## config.mk

```make
export PLATFORM = sky130hd
export DESIGN_NAME = csa_crossbar
export DESIGN_NICKNAME = d
export VERILOG_FILES = /design/src/design/csa_pkg.sv /design/src/design/csa_crossbar.sv
export SDC_FILE = /design/constraint.sdc
export NUM_CORES = 1
export LEC_CHECK = 0
export BUFFER_PORTS_ARGS = -buffer_cell sky130_fd_sc_hd__buf_2
export CORE_AREA = 3 3 339 341
export CTS_BUF_LIST = sky130_fd_sc_hd__clkbuf_4 sky130_fd_sc_hd__clkbuf_8
export DETAILED_ROUTE_END_ITERATION = 8
export DIE_AREA = 0 0 342 344
export HOLD_SLACK_MARGIN = 0.12
export PLACE_DENSITY = 0.49
export SKIP_CTS_REPAIR_TIMING = 1
export SLEW_MARGIN = 20
export SYNTH_ARGS = -nofsm -noshare
export SYNTH_HDL_FRONTEND = slang
export SYNTH_SLANG_ARGS = --single-unit
```

## constraint.sdc

```tcl
create_clock -name sys_clk -period 4.2 [get_ports sys_clk]
set_input_delay 0.84 -clock sys_clk [delete_from_list [all_inputs] [get_ports sys_clk]]
set_output_delay 0.84 -clock sys_clk [all_outputs]
set_load 0.1 [all_outputs]
```

## src/design/csa_pkg.sv

```systemverilog
package csa_pkg;

    // Bus geometry
    localparam int CSA_DATA_W      = 32;
    localparam int CSA_ADDR_W      = 32;
    localparam int CSA_MAX_MASTERS = 4;

    // Transfer types
    localparam logic [1:0] CSA_TRANS_IDLE   = 2'h0;
    localparam logic [1:0] CSA_TRANS_BUSY   = 2'h1;
    localparam logic [1:0] CSA_TRANS_NONSEQ = 2'h2;
    localparam logic [1:0] CSA_TRANS_SEQ    = 2'h3;

    // Burst and response codes
    localparam logic [2:0] CSA_BURST_SINGLE = 3'h0;
    localparam logic       CSA_RESP_OKAY    = 1'b0;

    // Reset values
    localparam int          CSA_DEFAULT_MASTER = 0;
    localparam logic        CSA_SCHEME_RESET   = 1'b0;
    localparam logic [31:0] CSA_RDATA_IDLE     = 32'h0000_0000;

    typedef enum logic
    {
        CSA_FIXED_PRIORITY,
        CSA_ROUND_ROBIN
    } csa_scheme_type;

    typedef struct packed
    {
        logic [1:0]            trans;
        logic [CSA_ADDR_W-1:0] addr;
        logic                  write;
        logic [2:0]            size;
        logic [2:0]            burst;
        logic [CSA_DATA_W-1:0] wdata;
    } csa_mst_req_type;

    typedef struct packed
    {
        logic                  ready;
        logic                  resp;
        logic [CSA_DATA_W-1:0] rdata;
    } csa_mst_rsp_type;

    typedef struct packed
    {
        logic [1:0]            trans;
        logic [CSA_ADDR_W-1:0] addr;
        logic                  write;
        logic [2:0]            size;
        logic [2:0]            burst;
        logic [CSA_DATA_W-1:0] wdata;
        logic [1:0]            master;
        logic                  ready;
    } csa_slv_req_type;

    typedef struct packed
    {
        logic                  readyout;
        logic                  resp;
        logic [CSA_DATA_W-1:0] rdata;
    } csa_slv_rsp_type;

endpackage : csa_pkg

```

## src/design/csa_crossbar.sv

```systemverilog
// Contract
// RULE1 - Up to four masters reach different slaves concurrently; contention alone arbitrates.
// RULE2 - Thirty-two bit data path, same clock as the masters, no rate conversion.
// RULE3 - Access taken at once; a free port carries it the same cycle.
// RULE4 - A busy or foreign-parked port stalls the requester with wait states.
// RULE5 - Grant to a new port only after the previous other-port access completes.
// RULE6 - Owner keeps the port until it idles or targets elsewhere.
// RULE7 - Owner loses the port to a higher priority requester.
// RULE8 - Idle transfers from a master are completed by the switch itself.
// RULE9 - A port with no requester carries idle transfers.
// RULE10 - An idle port stays parked on its last master.
// RULE11 - One global scheme input: 0 fixed priority, 1 round robin.
// RULE12 - No rearbitration inside a burst until its final beat.
// RULE13 - Fixed mode: highest numbered master ranks highest and wins contention.
// RULE14 - Fixed mode: arbitration every edge, comparing against the owner unless parked.
// RULE15 - Fixed mode: higher requester granted next edge when owner not mid-transfer.
// RULE16 - Fixed mode: lower requester waits for owner idle or other-port cycle.
// RULE17 - Round robin ranks by distance after last master; handover at transfer boundary.
// RULE18 - Round robin owner continues until another requests; then next in line.
// RULE19 - No software registers, no initialization; scheme comes from an input.
// RULE20 - After reset every port parks on a default master and drives idle.
`timescale 1ns/1ps
`default_nettype none

module csa_crossbar
#(
    parameter int NUM_MASTERS    = 4,
    parameter int NUM_SLAVES     = 4,
    parameter int DEFAULT_MASTER = csa_pkg::CSA_DEFAULT_MASTER
)
(
    // Clock and reset
    input  wire logic                                     sys_clk,
    input  wire logic                                     nrst,
    // Global arbitration setting
    input  wire logic                                     arbitration_scheme_select,
    // Master ports
    input  wire csa_pkg::csa_mst_req_type [NUM_MASTERS-1:0] mst_req,
    output var  csa_pkg::csa_mst_rsp_type [NUM_MASTERS-1:0] mst_rsp,
    // Slave ports
    output var  csa_pkg::csa_slv_req_type [NUM_SLAVES-1:0]  slv_req,
    input  wire csa_pkg::csa_slv_rsp_type [NUM_SLAVES-1:0]  slv_rsp
);
    import csa_pkg::*;

    localparam int MW = $clog2(NUM_MASTERS);
    localparam int SW = $clog2(NUM_SLAVES);

    generate
        if (NUM_MASTERS < 2 || NUM_MASTERS > CSA_MAX_MASTERS || NUM_SLAVES < 2
            || (NUM_SLAVES & (NUM_SLAVES - 1)) != 0 || DEFAULT_MASTER >= NUM_MASTERS)
        begin : g_bad_params
            $error("csa_crossbar: unsupported master or slave count");
        end
    endgenerate

    // Scheme input is a strap from outside; two stages before use
    logic           scheme_meta;
    logic           scheme_sync;
    csa_scheme_type scheme;

    // Per-port arbitration state
    logic [MW-1:0]          owner      [NUM_SLAVES];
    logic [MW-1:0]          next_owner [NUM_SLAVES];
    logic [MW-1:0]          last_xfer  [NUM_SLAVES];
    logic                   sdp_valid  [NUM_SLAVES];
    logic [MW-1:0]          sdp_mst    [NUM_SLAVES];
    logic [NUM_MASTERS-1:0] elig       [NUM_SLAVES];
    logic                   slv_ready  [NUM_SLAVES];
    logic                   present    [NUM_SLAVES];
    logic                   acc        [NUM_SLAVES];
    logic                   own_busy   [NUM_SLAVES];
    logic                   locked     [NUM_SLAVES];
    logic                   switch_ok  [NUM_SLAVES];

    // Per-master data-phase state
    logic          mdp_active [NUM_MASTERS];
    logic [SW-1:0] mdp_slv    [NUM_MASTERS];
    logic [SW-1:0] tgt        [NUM_MASTERS];
    logic          dp_done    [NUM_MASTERS];
    logic          mst_acc    [NUM_MASTERS];
    logic                  held       [NUM_MASTERS];
    logic                  held_resp  [NUM_MASTERS];
    logic [CSA_DATA_W-1:0] held_rdata [NUM_MASTERS];

    always_ff @(posedge sys_clk or negedge nrst)
    begin
        if (!nrst)
        begin
            scheme_meta <= CSA_SCHEME_RESET;
            scheme_sync <= CSA_SCHEME_RESET;
        end
        else
        begin
            scheme_meta <= arbitration_scheme_select; // RULE19
            scheme_sync <= scheme_meta;
        end
    end

    assign scheme = csa_scheme_type'(scheme_sync); // RULE11

    // Qualification of requests
    always_comb
    begin
        for (int m = 0; m < NUM_MASTERS; m++)
        begin
            tgt[m]     = mst_req[m].addr[CSA_ADDR_W-1 -: SW];
            dp_done[m] = !mdp_active[m] || held[m] || slv_rsp[mdp_slv[m]].readyout;
        end
        for (int s = 0; s < NUM_SLAVES; s++)
        begin
            slv_ready[s] = !sdp_valid[s] || slv_rsp[s].readyout;
            for (int m = 0; m < NUM_MASTERS; m++)
            begin
                // A pending access elsewhere hides the request from this port
                elig[s][m] = mst_req[m].trans != CSA_TRANS_IDLE && tgt[m] == SW'(s)
                             && (!mdp_active[m] || mdp_slv[m] == SW'(s) || dp_done[m]); // RULE5
            end
            own_busy[s] = elig[s][owner[s]]; // RULE6
            present[s]  = own_busy[s] && dp_done[owner[s]]; // RULE3
            acc[s]      = present[s] && slv_ready[s];
            locked[s]   = (own_busy[s] && (mst_req[owner[s]].trans == CSA_TRANS_SEQ
                                           || mst_req[owner[s]].trans == CSA_TRANS_BUSY))
                          || (acc[s] && mst_req[owner[s]].trans == CSA_TRANS_NONSEQ
                              && mst_req[owner[s]].burst != CSA_BURST_SINGLE); // RULE12
            // An address held by a waited slave must not change hands
            switch_ok[s] = !locked[s] && (slv_ready[s] || !present[s]);
        end
        for (int m = 0; m < NUM_MASTERS; m++)
        begin
            mst_acc[m] = 1'b0;
            for (int s = 0; s < NUM_SLAVES; s++)
            begin
                if (acc[s] && owner[s] == MW'(m))
                begin
                    mst_acc[m] = 1'b1; // RULE1
                end
            end
        end
    end

    // Arbitration, rerun at every edge
    always_comb
    begin
        int  idx;
        logic found;
        idx   = 0;
        found = 1'b0;
        for (int s = 0; s < NUM_SLAVES; s++)
        begin
            next_owner[s] = owner[s]; // RULE10
            found         = 1'b0;
            if (switch_ok[s])
            begin
                if (scheme == CSA_FIXED_PRIORITY)
                begin
                    // Ascending scan leaves the highest eligible master
                    for (int m = 0; m < NUM_MASTERS; m++)
                    begin
                        if (elig[s][m] && (m > int'(owner[s]) || !own_busy[s])) // RULE14
                        begin
                            next_owner[s] = MW'(m); // RULE13 RULE7 RULE15 RULE16
                        end
                    end
                end
                else
                begin
                    // The last master comes last in the circular scan
                    for (int k = 1; k <= NUM_MASTERS; k++)
                    begin
                        // A beat taken this cycle already counts as the last transfer
                        idx = (int'(acc[s] ? owner[s] : last_xfer[s]) + k) % NUM_MASTERS;
                        if (!found && elig[s][idx])
                        begin
                            next_owner[s] = MW'(idx); // RULE17 RULE18
                            found         = 1'b1;
                        end
                    end
                end
            end
        end
    end

    always_ff @(posedge sys_clk or negedge nrst)
    begin
        if (!nrst)
        begin
            for (int s = 0; s < NUM_SLAVES; s++)
            begin
                owner[s]     <= MW'(DEFAULT_MASTER); // RULE20
                last_xfer[s] <= MW'(DEFAULT_MASTER);
            end
        end
        else
        begin
            for (int s = 0; s < NUM_SLAVES; s++)
            begin
                owner[s] <= next_owner[s];
                if (acc[s])
                begin
                    last_xfer[s] <= owner[s]; // RULE17
                end
            end
        end
    end

    // Data-phase tracking per slave port
    always_ff @(posedge sys_clk or negedge nrst)
    begin
        if (!nrst)
        begin
            for (int s = 0; s < NUM_SLAVES; s++)
            begin
                sdp_valid[s] <= 1'b0;
                sdp_mst[s]   <= MW'(DEFAULT_MASTER);
            end
        end
        else
        begin
            for (int s = 0; s < NUM_SLAVES; s++)
            begin
                if (slv_ready[s])
                begin
                    sdp_valid[s] <= present[s];
                    sdp_mst[s]   <= owner[s];
                end
            end
        end
    end

    // Data-phase tracking per master port
    always_ff @(posedge sys_clk or negedge nrst)
    begin
        if (!nrst)
        begin
            for (int m = 0; m < NUM_MASTERS; m++)
            begin
                mdp_active[m] <= 1'b0;
                mdp_slv[m]    <= '0;
                held[m]       <= 1'b0;
                held_resp[m]  <= CSA_RESP_OKAY;
                held_rdata[m] <= CSA_RDATA_IDLE;
            end
        end
        else
        begin
            for (int m = 0; m < NUM_MASTERS; m++)
            begin
                if (mst_rsp[m].ready)
                begin
                    // Idle cycles never open a data phase on a slave
                    mdp_active[m] <= mst_acc[m]; // RULE8
                    mdp_slv[m]    <= tgt[m];
                    held[m]       <= 1'b0;
                end
                else if (mdp_active[m] && !held[m] && slv_rsp[mdp_slv[m]].readyout)
                begin
                    // Slave ended the phase while the next address waits for a grant
                    held[m]       <= 1'b1; // RULE4
                    held_resp[m]  <= slv_rsp[mdp_slv[m]].resp;
                    held_rdata[m] <= slv_rsp[mdp_slv[m]].rdata;
                end
            end
        end
    end

    // Slave side: combinational so a free port costs no extra cycle
    always_comb
    begin
        for (int s = 0; s < NUM_SLAVES; s++)
        begin
            slv_req[s].trans  = present[s] ? mst_req[owner[s]].trans : CSA_TRANS_IDLE; // RULE9
            slv_req[s].addr   = mst_req[owner[s]].addr;
            slv_req[s].write  = mst_req[owner[s]].write;
            slv_req[s].size   = mst_req[owner[s]].size;
            slv_req[s].burst  = mst_req[owner[s]].burst;
            slv_req[s].wdata  = mst_req[sdp_mst[s]].wdata; // RULE2
            slv_req[s].master = 2'(owner[s]);
            slv_req[s].ready  = slv_ready[s];
        end
    end

    // Master side
    always_comb
    begin
        for (int m = 0; m < NUM_MASTERS; m++)
        begin
            mst_rsp[m].ready = dp_done[m]
                               && (mst_req[m].trans == CSA_TRANS_IDLE || mst_acc[m]); // RULE4
            mst_rsp[m].resp  = !mdp_active[m] ? CSA_RESP_OKAY
                               : held[m] ? held_resp[m] : slv_rsp[mdp_slv[m]].resp;
            mst_rsp[m].rdata = !mdp_active[m] ? CSA_RDATA_IDLE
                               : held[m] ? held_rdata[m] : slv_rsp[mdp_slv[m]].rdata;
        end
    end

    generate
        for (genvar gs = 0; gs < NUM_SLAVES; gs++)
        begin : g_slv_chk

        end
        for (genvar gm = 0; gm < NUM_MASTERS; gm++)
        begin : g_mst_chk

        end
    endgenerate
endmodule : csa_crossbar

`default_nettype wire

```

==> qor.txt <==
Status -> finished, violations left
Failing checks -> negative setup slack
Area growth syn-to-layout -> 36.3%
Final Hold Vio Count -> 0
DP Worst Slack -> -0.219 ns
Die height -> 344 um
H-tree depth -> 4
Final Critical Period -> 4.42 ns
Slew margin rel. -> 0.373
Clock root cell -> clkbuf_8
CP peak stage delay -> 0.51 ns
Max-Cap Viols -> 0
DR vias -> 20,700
RSZ-0062 raised after global routing -> yes
Initial DRC Count -> 1,388
Sink Count -> 178
Core Area -> 112,000 um^2
Vias in the first global route -> 20,800
Highest routed layer -> met5
Clock buffer count from CTS -> 17
RePlAce Congestion -> 0.931
Row count -> 123
Initial Utilization -> 0.189
Met1 Routed Length -> 47,100 um
Crit path launch -> slv_rsp[67]
Maximum clock rate -> 0.226 GHz
Seq cells post-synth -> 178
Nature of the critical path startpoint -> primary input
First-pass GRT wire length -> 172,000 um
Aggregate global-route resource usage -> 0.209
Met2 wire len -> 64,700 um
Met3 Wirelength -> 11,200 um
Final Setup Violations -> 4
Drt total wl -> 128,000 um
CP endpoint kind -> output pin
Post-Syn Area -> 21,200 um^2
Post-synth ARST share -> 1.00
Register area -> 4500 um^2
Crit Path Category -> primary input to output pin
Slowest CP cell -> mux4_2
WL per Instance -> 31.9 um
Skew-Pair Late Insertion Delay -> 0.55 ns
EDFF count, synth -> 0
Post-route setup TNS -> -0.744 ns
Antenna violations before repair -> 29
Multi-input gate area -> 16,100 um^2
Post-synth cell types -> 70
Worst-margin pin slew -> 0.941 ns
Required time worst endpoint -> 3.36 ns
Crit-path max FO -> 7
Total I/O pin count -> 871
Final Cell Area -> 28,800 um^2
Vias per cell -> 5.15
Final Util -> 0.257
Area after DPL -> 28,200 um^2
Clock Tree Buf Depth -> 2
Worst Slack Setup Final -> -0.225 ns
DRC viols -> 0
CTS tree -> yes
Max-slew violation count -> 0
Post-DRT Antenna Nets -> 0
Syn nets -> 2,044
First-pass DRT Iterations -> 7
Sequential area share after synthesis -> 0.211
DIE AREA -> 118,000 um^2
Clk_skew -> 0.0376 ns
Port bufs -> 870
Critical Path AT -> 3.58 ns
HPWL after DPL -> 104,000 um
Nets -> 2,921
GR Overflow Total -> 0
RR Startpoint -> mdp_slv[2]
Synth Warn # -> 0
Main synth FF type -> dfrtp_1
Cells along the critical path -> buf_2, mux2i_1, a211oi_2, or3b_4, mux4_2, buf_4, nor2_4, nand3_2, nor3b_1, o21ai_2, nand2_2, clkinvlp_4, buf_12
Synthesized area per cell -> 13.1 um^2
Largest net degree at the start of global routing -> 81
Min-Delay Path Class -> primary input to async pin
Die width -> 342 um
Fin crit share -> 1.05
Worst-path clk slew -> 0.13 ns
Post-Synthesis Cells -> 1,613
Layout cells sized above 1 -> 0.629
Filler cells -> 12,000
[cells in the mapped netlist (3+ instances only)]
master     count  area share
a211oi_1       5      0.0018
inv_1         20      0.0035
o21a_1         5      0.0018
nand2_1       67       0.012
a21oi_1       36      0.0085
a31oi_1        7      0.0021
o2111ai_1      3      0.0012
a2111oi_4      3      0.0039
nor3b_1        9      0.0032
mux2i_1      149       0.070
nand4_1        8      0.0024
nand2b_1      15      0.0044
or3b_1         3      0.0012
clkbuf_1      88       0.016
buf_1         58       0.010
nor3_1        13      0.0031
or3_1          7      0.0021
buf_4          3      0.0011
o21ai_0       23      0.0054
nor2b_1      107       0.032
a21o_1         9      0.0032
a41oi_1        3      0.0012
dfrtp_1      178        0.21
a211o_1        4      0.0017
buf_2         18      0.0043
nand3_1        9      0.0021
mux2_1       126       0.067
xnor2_1        8      0.0033
a22oi_1        6      0.0021
mux2_2        21       0.011
o31ai_1        8      0.0028
and3b_1        5      0.0021
o22ai_1        3     0.00089
o32ai_1        8      0.0033
a22o_1         5      0.0021
and2_1        10      0.0030
o21ai_1        9      0.0021
mux4_2       432        0.46
nor2_1        78       0.014
[registers in the layout, indices dropped and copies added, names as in the netlist]
| register | count |
|---|---|
| held_rdata | 128 |
| last_xfer | 8 |
| mdp_slv | 8 |
| sdp_mst | 8 |
| slv_req | 8 |
| held | 4 |
| held_resp | 4 |
| mdp_active | 4 |
| sdp_valid | 4 |
| scheme | 1 |
| scheme_meta | 1 |
[worst max-delay path: cells and delay by family]
kind	cells	cell delay (ns)
and+or+nand+nor	5	0.93
buffers and inverters	4	0.73
muxes	2	0.66
AOI/OAI and AO/OA	2	0.40
[cell type report]
| type | instances | area share |
|---|---|---|
| multi-input combinational | 1244 | 0.557 |
| timing repair buffer | 1025 | 0.202 |
| sequential | 178 | 0.156 |
| tap | 1500 | 0.0651 |
| clock buffer | 18 | 0.00837 |
| clock inverter | 14 | 0.00642 |
| inverter | 24 | 0.00369 |
| antenna | 17 | 0.00147 |
[through the flow]
stage / hold WS [ns] / std cells
detailed placement: 0.337 / 3962
floorplan: 0.331 / 1613
CTS: 0.317 / 3994
global placement: 0.334 / 3962
global route: 0.341 / 4014
finish: 0.335 / 4020
[path summary, 6_finish.rpt]
kind	end	slack [ns]	cells past startpoint
setup / recovery	mst_rsp[67]	-0.22	13
hold / removal	held_rdata[4]	0.33	1
setup reg to reg	held_rdata[67]	0.40	14
hold reg to reg	scheme	0.36	0
max in group asynchronous	slv_req[229]	2.97	2
min in group sys_clk	scheme	0.36	0
[per-layer routing]
| metal | GRT usage | up-vias |
|---|---|---|
| met2 | 0.367 | 1125 |
| met4 | 0.0731 | 4 |
| met3 | 0.0599 | 140 |
| met1 | 0.243 | 11000 |
| met5 | 0 | - |
| li1 | - | 8427 |
[layout by cell type, fill, tap and decap left out, drive strengths merged, types with 5 or more instances in the layout]
| cell type | Yosys | routed |
|---|---|---|
| a211oi | 6 | 6 |
| a21o | 9 | 9 |
| a21oi | 36 | 36 |
| a22o | 5 | 5 |
| a22oi | 6 | 6 |
| a31oi | 7 | 7 |
| and2 | 11 | 11 |
| and3b | 5 | 5 |
| buf | 79 | 1023 |
| clkbuf | 88 | 20 |
| clkinv | 3 | 5 |
| dfrtp | 178 | 178 |
| diode | 0 | 17 |
| inv | 21 | 28 |
| mux2 | 148 | 148 |
| mux2i | 150 | 150 |
| mux4 | 432 | 432 |
| nand2 | 67 | 67 |
| nand2b | 15 | 15 |
| nand3 | 9 | 9 |
| nand4 | 8 | 8 |
| nor2 | 79 | 79 |
| nor2b | 107 | 107 |
| nor3 | 13 | 13 |
| nor3b | 9 | 9 |
| o21a | 5 | 5 |
| o21ai | 32 | 32 |
| o31ai | 8 | 8 |
| o32ai | 8 | 8 |
| or3 | 8 | 8 |
| xnor2 | 8 | 8 |
[logic make-up (layout without fill, tap and decap cells)]
family | Yosys count | in the layout | synth area share
other | 0 | 17 | 0
AOI/OAI and AO/OA | 164 | 164 | 0.0556
muxes | 730 | 730 | 0.610
and+or+nand+nor | 340 | 340 | 0.0840
DFF | 178 | 178 | 0.211
buffers and inverters | 191 | 1081 | 0.0357
xor gates and xnor gates | 10 | 10 | 0.00414
Power is left out: the tool's default activity adds up to more than one toggle a clock period on the data nets, which glitch-free logic cannot reach.
